$ cat config.mk
export PLATFORM = sky130hd
export DESIGN_NAME = dspg_paging
export DESIGN_NICKNAME = d
export VERILOG_FILES = /design/src/dspg_pkg.sv /design/src/dspg_row_latch.sv /design/src/dspg_paging.sv
export SDC_FILE = /design/constraint.sdc
export NUM_CORES = 1
export LEC_CHECK = 0
export BUFFER_PORTS_ARGS = -buffer_cell sky130_fd_sc_hd__buf_2
export CAP_MARGIN = 10
export CORE_MARGIN = 10
export CORE_UTILIZATION = 35
export CTS_CLUSTER_DIAMETER = 30
export DETAILED_ROUTE_END_ITERATION = 10
export SKIP_CTS_REPAIR_TIMING = 1
export SYNTH_ARGS = -nofsm -noshare
export SYNTH_HDL_FRONTEND = slang
export SYNTH_SLANG_ARGS = --single-unit
$ cat constraint.sdc
create_clock -name clk -period 3.1 [get_ports clk]
set_clock_uncertainty 0.2 [all_clocks]
set_input_delay 0.775 -clock clk [delete_from_list [all_inputs] [get_ports clk]]
set_output_delay 0.775 -clock clk [all_outputs]
set_load 0.01 [all_outputs]
$ cat src/dspg_pkg.sv
// package: data-space paging and nvm control constants
package dspg_pkg;
    localparam logic [7:0] WINDOW_BASE_ADDR = 8'hc9;
    localparam logic [7:0] PAGE_SELECT_ADDR = 8'hcb;
    localparam logic [7:0] NVM_CONTROL_ADDR = 8'hdf;
    localparam logic [7:0] NVM_CONTROL_RESET = 8'h00;
    localparam logic [7:0] WINDOW_LO_ADDR = 8'h40;
    localparam logic [7:0] WINDOW_HI_ADDR = 8'h7f;
    localparam logic [7:0] BANK_HI_ADDR = 8'h3f;
    localparam int WINDOW_POS_WIDTH = 6;
    localparam int OFFSET_WIDTH = 6;
    localparam int ROW_BYTES = 8;
    // page select bits
    localparam int SEL_NVM_PAGE0 = 0;
    localparam int SEL_NVM_PAGE1 = 1;
    localparam int SEL_RAM_PAGE1 = 3;
    localparam int SEL_RAM_PAGE2 = 4;
    localparam logic [7:0] PAGE_SELECT_MASK = 8'h1b;
    // nvm control bits
    localparam int CTL_PROGRAM_ENABLE = 0;
    localparam int CTL_BUSY = 1;
    localparam int CTL_ROW_MODE = 2;
    localparam int CTL_ROW_START = 3;
    localparam int CTL_STANDBY = 6;
    // programming time of one cell cycle
    localparam int PROGRAM_TIME_US = 5;
    localparam int CLOCK_MHZ = 125;
    localparam int PROGRAM_CYCLES = PROGRAM_TIME_US * CLOCK_MHZ;
endpackage

$ cat src/dspg_row_latch.sv
// row latch bank collecting bytes for a row-mode write
`timescale 1ns/1ns
module dspg_row_latch #(
    parameter int ROW_BYTES = 8
)
(
    // clock and reset
    input wire logic clk,
    input wire logic reset_n,
    // control
    input wire logic clear,
    input wire logic load,
    input wire logic [$clog2(ROW_BYTES)-1:0] load_index,
    input wire logic [7:0] load_data,
    // contents
    output logic [ROW_BYTES-1:0] filled,
    output logic [ROW_BYTES*8-1:0] data
);
    logic [ROW_BYTES-1:0] filled_reg;
    logic [7:0] data_reg [ROW_BYTES];

    always_ff @(posedge clk or negedge reset_n)
    begin
        if (!reset_n)
        begin
            filled_reg <= '0;
        end
        else if (clear)
        begin
            filled_reg <= '0;
        end
        else if (load)
        begin
            filled_reg[load_index] <= 1'b1;
        end
    end

    always_ff @(posedge clk)
    begin
        if (load && !clear)
        begin
            data_reg[load_index] <= load_data;
        end
    end

    always_comb
    begin
        for (int i = 0; i < ROW_BYTES; i++)
        begin
            data[i*8 +: 8] = data_reg[i];
        end
    end

    assign filled = filled_reg;
endmodule

$ cat src/dspg_paging.sv
// data-space paging: rom window, page select and nvm control
`timescale 1ns/1ns
// Behaviour
// - reads at 40h..7Fh return program-memory bytes
// - program address is window base over the six low address bits
// - only base bits 5..0 are kept; bits 7,6 do nothing
// - window base at C9h is write-only
// - reset leaves window base untouched; software loads it first
// - page select bits pick RAM page 2/1 or nvm page 1/0
// - addresses 00h..3Fh go to the selected page, same offset
// - page select at CBh is write-only and not cleared by reset
// - standby must be clear for nvm reads and writes; else no effect; row start does not check it
// - programming starts only with program enable set
// - busy stands for the whole programming cycle; accesses then ignored
// - idle nvm reads outside row mode behave like plain data reads
// - single-byte mode and row mode of up to 8 bytes
// - in single-byte mode written data goes straight to the programming path
// - while busy, control writes ignored, only busy reads back
// - row mode latches the row; other-row accesses are dropped
// - setting row mode clears the latches; only loaded bytes program
// - row mode clears itself when programming completes
// - row start ignored unless program enable and row mode set
// - control at DFh resets to 00h with the documented bit layout
// - row start clears itself at end of programming
// - access while busy is aborted; running cycle completes
module dspg_paging #(
    parameter int PROGRAM_CYCLES = dspg_pkg::PROGRAM_CYCLES,
    parameter int ROW_BYTES = dspg_pkg::ROW_BYTES
)
(
    // clock and reset
    input wire logic clk,
    input wire logic reset_n,
    // cpu data-space bus
    input wire logic [7:0] cpu_addr,
    input wire logic cpu_read,
    input wire logic cpu_write,
    input wire logic [7:0] cpu_wdata,
    output logic [7:0] cpu_rdata,
    output logic cpu_rdata_valid,
    // program memory read port
    output logic [11:0] prog_addr,
    input wire logic [7:0] prog_rdata,
    // banked ram page
    output logic ram_page_sel,
    output logic ram_page_write,
    output logic [5:0] ram_page_offset,
    output logic [7:0] ram_page_wdata,
    input wire logic [7:0] ram_page_rdata,
    // nvm array
    output logic nvm_page,
    output logic [5:0] nvm_offset,
    output logic nvm_read,
    input wire logic [7:0] nvm_rdata,
    output logic nvm_program,
    output logic [ROW_BYTES-1:0] nvm_byte_enable,
    output logic [ROW_BYTES*8-1:0] nvm_program_data,
    // status
    output logic nvm_busy_flag,
    output logic nvm_standby
);
    localparam int IDX_W = $clog2(ROW_BYTES);
    localparam int CNT_W = $clog2(PROGRAM_CYCLES + 1);

    typedef enum logic [1:0] {DSPG_IDLE, DSPG_PROGRAM, DSPG_DONE} dspg_state_type;

    // decode helpers
    function automatic logic dspg_in_bank(input logic [7:0] a);
        dspg_in_bank = (a <= dspg_pkg::BANK_HI_ADDR);
    endfunction

    function automatic logic dspg_in_window(input logic [7:0] a);
        dspg_in_window = (a >= dspg_pkg::WINDOW_LO_ADDR) && (a <= dspg_pkg::WINDOW_HI_ADDR);
    endfunction

    // =====================================================
    // registers
    logic [5:0] rom_window_position_reg;
    logic [7:0] page_select_reg;
    logic nvm_standby_reg;
    logic nvm_program_enable_reg;
    logic row_mode_enable_reg;
    logic row_write_start_reg;
    logic nvm_busy_flag_reg;
    logic [2:0] row_addr_reg;
    logic nvm_row_page_reg;
    dspg_state_type state_reg;
    logic [CNT_W-1:0] count_reg;
    logic single_byte_write_mode_reg;
    logic [IDX_W-1:0] byte_index_reg;
    logic [7:0] byte_data_reg;

    logic [7:0] cpu_rdata_reg;
    logic cpu_rdata_valid_reg;
    logic [11:0] prog_addr_reg;
    logic ram_page_sel_reg;
    logic ram_page_write_reg;
    logic [5:0] ram_page_offset_reg;
    logic [7:0] ram_page_wdata_reg;
    logic nvm_page_reg;
    logic [5:0] nvm_offset_reg;
    logic nvm_read_reg;
    logic nvm_program_reg;
    logic [ROW_BYTES-1:0] nvm_byte_enable_reg;
    logic [ROW_BYTES*8-1:0] nvm_program_data_reg;

    // =====================================================
    // access decode
    logic bank_access;
    logic nvm_selected;
    logic nvm_usable;
    logic nvm_wr;
    logic row_match;
    logic ctl_write;
    logic row_mode_set;
    logic start_request;
    logic latch_load;
    logic [ROW_BYTES-1:0] latch_filled;
    logic [ROW_BYTES*8-1:0] latch_data;
    logic [7:0] ctl_next;

    assign bank_access = dspg_in_bank(cpu_addr);
    assign nvm_selected = page_select_reg[dspg_pkg::SEL_NVM_PAGE0]
        | page_select_reg[dspg_pkg::SEL_NVM_PAGE1];
    // no access while standby or busy
    assign nvm_usable = nvm_selected && !nvm_standby_reg && !nvm_busy_flag_reg;
    assign row_match = (cpu_addr[5:3] == row_addr_reg)
        && (nvm_row_page_reg == page_select_reg[dspg_pkg::SEL_NVM_PAGE1]);
    assign nvm_wr = cpu_write && bank_access && nvm_usable && nvm_program_enable_reg;
    assign ctl_write = cpu_write && (cpu_addr == dspg_pkg::NVM_CONTROL_ADDR)
        && !nvm_busy_flag_reg;
    assign ctl_next = cpu_wdata;
    assign row_mode_set = ctl_write && ctl_next[dspg_pkg::CTL_ROW_MODE]
        && !row_mode_enable_reg;
    // row start only honoured with enable and row mode already set
    assign start_request = ctl_write && ctl_next[dspg_pkg::CTL_ROW_START]
        && nvm_program_enable_reg && row_mode_enable_reg && (|latch_filled);
    // in row mode, only the latched row accepts bytes; the first byte latches the row
    assign latch_load = nvm_wr && row_mode_enable_reg
        && (row_match || !(|latch_filled));

    dspg_row_latch #(
        .ROW_BYTES(ROW_BYTES)
    )
    u_row_latch (
        .clk(clk),
        .reset_n(reset_n),
        .clear(row_mode_set),
        .load(latch_load),
        .load_index(cpu_addr[IDX_W-1:0]),
        .load_data(cpu_wdata),
        .filled(latch_filled),
        .data(latch_data)
    );

    // =====================================================
    // write-only paging registers: no reset, so contents survive reset
    always_ff @(posedge clk)
    begin
        if (cpu_write && cpu_addr == dspg_pkg::WINDOW_BASE_ADDR)
        begin
            rom_window_position_reg <= cpu_wdata[5:0];
        end
    end

    always_ff @(posedge clk)
    begin
        if (cpu_write && cpu_addr == dspg_pkg::PAGE_SELECT_ADDR)
        begin
            page_select_reg <= cpu_wdata & dspg_pkg::PAGE_SELECT_MASK;
        end
    end

    // =====================================================
    // nvm control register
    always_ff @(posedge clk or negedge reset_n)
    begin
        if (!reset_n)
        begin
            nvm_standby_reg <= dspg_pkg::NVM_CONTROL_RESET[dspg_pkg::CTL_STANDBY];
            nvm_program_enable_reg <= dspg_pkg::NVM_CONTROL_RESET[dspg_pkg::CTL_PROGRAM_ENABLE];
            row_mode_enable_reg <= dspg_pkg::NVM_CONTROL_RESET[dspg_pkg::CTL_ROW_MODE];
            row_write_start_reg <= dspg_pkg::NVM_CONTROL_RESET[dspg_pkg::CTL_ROW_START];
        end
        else if (state_reg == DSPG_DONE)
        begin
            row_mode_enable_reg <= 1'b0;
            row_write_start_reg <= 1'b0;
        end
        else if (ctl_write)
        begin
            nvm_standby_reg <= ctl_next[dspg_pkg::CTL_STANDBY];
            nvm_program_enable_reg <= ctl_next[dspg_pkg::CTL_PROGRAM_ENABLE];
            row_mode_enable_reg <= ctl_next[dspg_pkg::CTL_ROW_MODE];
            row_write_start_reg <= start_request;
        end
    end

    // row address is captured by the first byte after row mode was set
    always_ff @(posedge clk or negedge reset_n)
    begin
        if (!reset_n)
        begin
            row_addr_reg <= 3'h0;
            nvm_row_page_reg <= 1'b0;
        end
        else if (nvm_wr && row_mode_enable_reg && !(|latch_filled))
        begin
            row_addr_reg <= cpu_addr[5:3];
            nvm_row_page_reg <= page_select_reg[dspg_pkg::SEL_NVM_PAGE1];
        end
    end

    // =====================================================
    // programming sequencer
    always_ff @(posedge clk or negedge reset_n)
    begin
        if (!reset_n)
        begin
            state_reg <= DSPG_IDLE;
            count_reg <= '0;
            nvm_busy_flag_reg <= 1'b0;
            single_byte_write_mode_reg <= 1'b0;
            byte_index_reg <= '0;
            byte_data_reg <= 8'h00;
        end
        else
        begin
            case (state_reg)
                DSPG_IDLE:
                begin
                    count_reg <= CNT_W'(PROGRAM_CYCLES);
                    if (start_request)
                    begin
                        state_reg <= DSPG_PROGRAM;
                        nvm_busy_flag_reg <= 1'b1;
                        single_byte_write_mode_reg <= 1'b0;
                    end
                    else if (nvm_wr && !row_mode_enable_reg)
                    begin
                        state_reg <= DSPG_PROGRAM;
                        nvm_busy_flag_reg <= 1'b1;
                        single_byte_write_mode_reg <= 1'b1;
                        byte_index_reg <= cpu_addr[IDX_W-1:0];
                        byte_data_reg <= cpu_wdata;
                    end
                end
                DSPG_PROGRAM:
                begin
                    // accesses meanwhile are dropped; the cycle runs on
                    count_reg <= count_reg - CNT_W'(1);
                    if (count_reg == CNT_W'(1))
                    begin
                        state_reg <= DSPG_DONE;
                    end
                end
                DSPG_DONE:
                begin
                    nvm_busy_flag_reg <= 1'b0;
                    state_reg <= DSPG_IDLE;
                end
                default:
                begin
                    state_reg <= DSPG_IDLE;
                    nvm_busy_flag_reg <= 1'b0;
                end
            endcase
        end
    end

    // single-byte cycles carry their own row and page
    logic [2:0] byte_row_reg;
    logic byte_page_reg;
    always_ff @(posedge clk or negedge reset_n)
    begin
        if (!reset_n)
        begin
            byte_row_reg <= 3'h0;
            byte_page_reg <= 1'b0;
        end
        else if (state_reg == DSPG_IDLE && nvm_wr && !row_mode_enable_reg)
        begin
            byte_row_reg <= cpu_addr[5:3];
            byte_page_reg <= page_select_reg[dspg_pkg::SEL_NVM_PAGE1];
        end
    end

    // program strobe and data to the array, held for the whole cycle
    always_ff @(posedge clk or negedge reset_n)
    begin
        if (!reset_n)
        begin
            nvm_program_reg <= 1'b0;
            nvm_byte_enable_reg <= '0;
            nvm_program_data_reg <= '0;
        end
        else
        begin
            nvm_program_reg <= (state_reg == DSPG_PROGRAM);
            if (single_byte_write_mode_reg)
            begin
                nvm_byte_enable_reg <= ROW_BYTES'(1) << byte_index_reg;
                nvm_program_data_reg <= {ROW_BYTES{byte_data_reg}};
            end
            else
            begin
                nvm_byte_enable_reg <= latch_filled;
                nvm_program_data_reg <= latch_data;
            end
        end
    end

    // =====================================================
    // read path and page steering
    always_ff @(posedge clk or negedge reset_n)
    begin
        if (!reset_n)
        begin
            prog_addr_reg <= 12'h000;
            ram_page_sel_reg <= 1'b0;
            ram_page_write_reg <= 1'b0;
            ram_page_offset_reg <= 6'h00;
            ram_page_wdata_reg <= 8'h00;
            nvm_page_reg <= 1'b0;
            nvm_offset_reg <= 6'h00;
            nvm_read_reg <= 1'b0;
        end
        else
        begin
            prog_addr_reg <= {rom_window_position_reg, cpu_addr[5:0]};
            ram_page_sel_reg <= bank_access && (cpu_read || cpu_write)
                && page_select_reg[dspg_pkg::SEL_RAM_PAGE2];
            ram_page_write_reg <= cpu_write && bank_access
                && page_select_reg[dspg_pkg::SEL_RAM_PAGE2];
            ram_page_offset_reg <= cpu_addr[5:0];
            ram_page_wdata_reg <= cpu_wdata;
            // while a cycle runs the array must see the row being programmed,
            // not whatever address the cpu is touching meanwhile
            if (state_reg != DSPG_IDLE)
            begin
                nvm_page_reg <= single_byte_write_mode_reg ? byte_page_reg
                    : nvm_row_page_reg;
                nvm_offset_reg <= {(single_byte_write_mode_reg ? byte_row_reg
                    : row_addr_reg), 3'h0};
            end
            else
            begin
                nvm_page_reg <= row_mode_enable_reg ? nvm_row_page_reg
                    : page_select_reg[dspg_pkg::SEL_NVM_PAGE1];
                nvm_offset_reg <= cpu_addr[5:0];
            end
            nvm_read_reg <= cpu_read && bank_access && nvm_usable
                && !row_mode_enable_reg;
        end
    end

    // read data returns one cycle after the request
    logic [1:0] src_reg;
    always_ff @(posedge clk or negedge reset_n)
    begin
        if (!reset_n)
        begin
            src_reg <= 2'h0;
            cpu_rdata_valid_reg <= 1'b0;
        end
        else
        begin
            cpu_rdata_valid_reg <= cpu_read && (dspg_in_window(cpu_addr) || bank_access
                || cpu_addr == dspg_pkg::NVM_CONTROL_ADDR);
            if (dspg_in_window(cpu_addr))
                src_reg <= 2'h1;
            else if (cpu_addr == dspg_pkg::NVM_CONTROL_ADDR)
                src_reg <= 2'h2;
            else
                src_reg <= 2'h3;
        end
    end

    always_comb
    begin
        case (src_reg)
            2'h1: cpu_rdata_reg = prog_rdata;
            // only busy reads back from the control register
            2'h2: cpu_rdata_reg = {6'h00, nvm_busy_flag_reg, 1'b0};
            2'h3: cpu_rdata_reg = ram_page_sel_reg ? ram_page_rdata
                : (nvm_read_reg ? nvm_rdata : 8'h00);
            default: cpu_rdata_reg = 8'h00;
        endcase
    end

    assign cpu_rdata = cpu_rdata_reg;
    assign cpu_rdata_valid = cpu_rdata_valid_reg;
    assign prog_addr = prog_addr_reg;
    assign ram_page_sel = ram_page_sel_reg;
    assign ram_page_write = ram_page_write_reg;
    assign ram_page_offset = ram_page_offset_reg;
    assign ram_page_wdata = ram_page_wdata_reg;
    assign nvm_page = nvm_page_reg;
    assign nvm_offset = nvm_offset_reg;
    assign nvm_read = nvm_read_reg;
    assign nvm_program = nvm_program_reg;
    assign nvm_byte_enable = nvm_byte_enable_reg;
    assign nvm_program_data = nvm_program_data_reg;
    assign nvm_busy_flag = nvm_busy_flag_reg;
    assign nvm_standby = nvm_standby_reg;
endmodule

==> flow_metrics.py <==
metrics = {
    "critical_path": {
        "crit_required_ns": 2.12,
        "rrSetupSlack_ns": 0.80,
        "crit_path_end": "cpu_rdata[1]",
        "critPathMaxFanout": 11,
        "reg2reg_to": "u_row_latch.data_reg[2][7]$_DFFE_PP_",
        "path_class": "register to output pin",
        "critPathCaptureType": "output pin",
        "worstRegToRegCells": 5,
        "cp-start-kind": "register",
        "arrival_ns": 1.93,
        "r2r-start": "u_row_latch.filled[2]$_DFFE_PN0P_",
        "crit_start": "ram_page_sel$_DFF_PN0_",
    },
    "cts": {
        "insertion_delay_ns": 0.52,
        "cts-root-buf": "clkbuf_16",
        "clock_sinks": 223,
        "clk_pin_slew_ns": 0.04,
        "clockBufferDepth": 3,
        "cts_max_level": 2,
        "cts_buffers": 45,
        "cts_tree": "done",
    },
    "status": {
        "status": "finished, final reports clean",
    },
    "detailed_routing": {
        "dr_total_vias": 5269,
        "avgRoutedWirePerCell_um": 17.6,
        "drt_iter0_markers": 439,
        "drc": 0,
        "drt_wl_total_mm": 20.3,
        "vias_per_cell": 4.57,
        "ant_nets": 0,
        "dr.pass1.iters": 5,
    },
    "synthesis": {
        "synth_edf_count": 73,
        "synthArstFlopShare_pct": 67.3,
        "syn_area_per_cell_um2": 13.3,
        "yosysUniqueCellTypes": 49,
        "syn_inst": 613,
        "yosys_most_used_dff": "dfrtp_1",
        "netlist_area_um2": 8160,
        "synth-seq-area-share_pct": 72.8,
        "syn-num-nets": 659,
        "yosysWarnings": 0,
        "synth_seq_cells": 223,
    },
    "floorplan": {
        "dieArea_um2": 29800,
        "core.rowCount": 55,
        "fp.coreArea_um2": 22800,
        "start_util_pct": 35.8,
        "pin_count": 164,
        "die_y_um": 173,
        "die_x_um": 173,
    },
    "placement": {
        "io_buffers": 163,
        "post-place-ws_ns": 0.368,
        "gp_congestion": 0.808,
        "dp_hpwl_mm": 13.8,
    },
    "timing": {
        "drv_slew": 0,
        "maxSlewHeadroom_pct": 49.4,
        "fmax_mhz": 344,
        "fin_crit_sh_pct": 93.7,
        "grt_setup_unrepaired": "false",
        "tns_ns": 0,
        "hold_viol": 0,
        "finalCriticalPeriod_ns": 2.90,
        "timing.final.ws_setup_ns": 0.196,
        "setup_viol": 0,
        "worstMarginPinSlew_ns": 0.753,
    },
    "min_path": {
        "min-delay-path-class": "primary input to async pin",
    },
    "layout": {
        "drive_gt1_share_pct": 33.0,
        "final_util_pct": 47.8,
        "num_antenna_cells": 0,
        "fin_nets": 848,
        "area_growth_pct": 33.4,
    },
    "global_routing": {
        "overflow": 0,
        "antenna_found_initial": 1,
        "grt_use_total_pct": 13.5,
        "grt_max_degree": 65,
        "grt_pass1_wl_mm": 32.3,
        "grt_pass1_vias": 5606,
    },
    "power": {
        "leakage_nw": 5.14,
        "irDropWorstVdd_mv": 0.394,
        "p_per_area_nw_per_um2": 751,
        "power_w": 0.00818,
    },
    "flow_run": {
        "drv_cap": 0,
    },
}
==> kinds of logic after synthesis <==
| group | after synthesis | synth area share (%) |
|---|---|---|
| flops | 223 | 72.8 |
| compound gates | 126 | 9.21 |
| buf+inv | 119 | 6.08 |
| simple gates | 109 | 6.87 |
| mux | 27 | 3.95 |
| xor+xnor | 7 | 0.751 |
| fa+ha+maj | 2 | 0.306 |
==> layout by cell type, fill, tap and decap left out, types with 3 or more instances in the layout <==
| cell | n |
|---|---|
| clkinv_2 | 5 |
| mux2_2 | 14 |
| o211a_1 | 8 |
| mux2i_1 | 6 |
| or4_1 | 5 |
| buf_2 | 162 |
| inv_1 | 86 |
| nand2b_1 | 4 |
| nor3_1 | 9 |
| a22oi_1 | 7 |
| edfxtp_1 | 73 |
| clkinv_1 | 3 |
| o21ai_0 | 78 |
| nand3_1 | 7 |
| clkbuf_8 | 4 |
| xor2_1 | 7 |
| clkbuf_1 | 7 |
| nor2_1 | 22 |
| nand2_1 | 36 |
| clkinv_4 | 3 |
| buf_4 | 11 |
| o2111ai_1 | 8 |
| mux2_4 | 7 |
| clkinvlp_4 | 7 |
| a21oi_1 | 14 |
| nand4b_1 | 4 |
| and3_1 | 4 |
| dfrtp_1 | 149 |
| bufinv_16 | 3 |
| clkbuf_16 | 50 |
==> per-layer routing <==
metal  routed length (um)  share of wire [%]  GRT usage, %
met5                   17              0.084             0
met4                  397                2.0          4.64
met3                 1470                7.2          4.09
met2                 9240                 46          20.5
met1                 9150                 45          17.9
==> area by class of cell <==
type / instances / area, um^2
repair buffers: 175 / 925
flip-flops and latches: 223 / 5950
fillers: 2052 / 11900
clock buffers: 61 / 1330
multi-input cells: 271 / 1720
clock inverters: 23 / 246
well taps: 313 / 392
inverters: 86 / 323
==> synthesized netlist by cell type, types with 3 or more instances <==
library cell | number | share of area, %
nand4b_1 | 4 | 0.43
nand2b_1 | 4 | 0.31
nand3_1 | 7 | 0.43
edfxtp_1 | 73 | 27
or4_1 | 5 | 0.46
nor2_1 | 22 | 1.0
and3_1 | 4 | 0.31
mux2i_1 | 6 | 0.74
o21ai_0 | 78 | 4.8
o2111ai_1 | 8 | 0.86
nand2_1 | 36 | 1.7
a22oi_1 | 7 | 0.64
mux2_4 | 7 | 1.3
inv_1 | 86 | 4.0
dfrtp_1 | 150 | 46
nor3_1 | 9 | 0.55
xor2_1 | 7 | 0.75
o211a_1 | 8 | 0.98
clkbuf_1 | 21 | 0.97
a21oi_1 | 14 | 0.86
buf_2 | 3 | 0.18
buf_4 | 6 | 0.55
mux2_2 | 14 | 1.9
==> critical path, stage by stage (launching register included) <==
cell and delay [ns]:
dfrtp_1 0.52, nor2b_2 0.32, a22oi_1 0.14, a21oi_1 0.17, a21o_1 0.13, buf_2 0.12
==> stage by stage <==
step / hold slack [ns] / instances / area (um^2)
2_1_floorplan: 0.131 / 613 / 8160
5_1_grt: 0.0790 / 1152 / 10900
6_report: 0.0394 / 1152 / 10900
3_5_place_dp: 0.136 / 1068 / 9310
3_3_place_gp: 0.133 / 1068 / 9310
4_1_cts: 0.0511 / 1152 / 10900
==> report_power, final <==
part	switching [W]	internal, W	total (W)	leakage, nW
Sequential	0.0000242	0.00309	0.00311	2.43
Combinational	0.000151	0.0000816	0.000233	1.97
Clock	0.00156	0.00327	0.00483	0.751
Total	0.00173	0.00644	0.00818	5.14
==> worst min-delay path by stage <==
stage,to,slack [ns]
after floorplan,prog_addr[10]$_DFF_PN0_,0.13
after detailed placement,prog_addr[9]$_DFF_PN0_,0.14
after global placement,prog_addr[6]$_DFF_PN0_,0.13
after global routing,nvm_program_data[34]$_DFF_PN0_,0.08
after CTS,byte_data_reg[7]$_DFFE_PN0P_,0.05
final,nvm_program_data[6]$_DFF_PN0_,0.04
No activity file was read; power rests on OpenSTA's default activity.
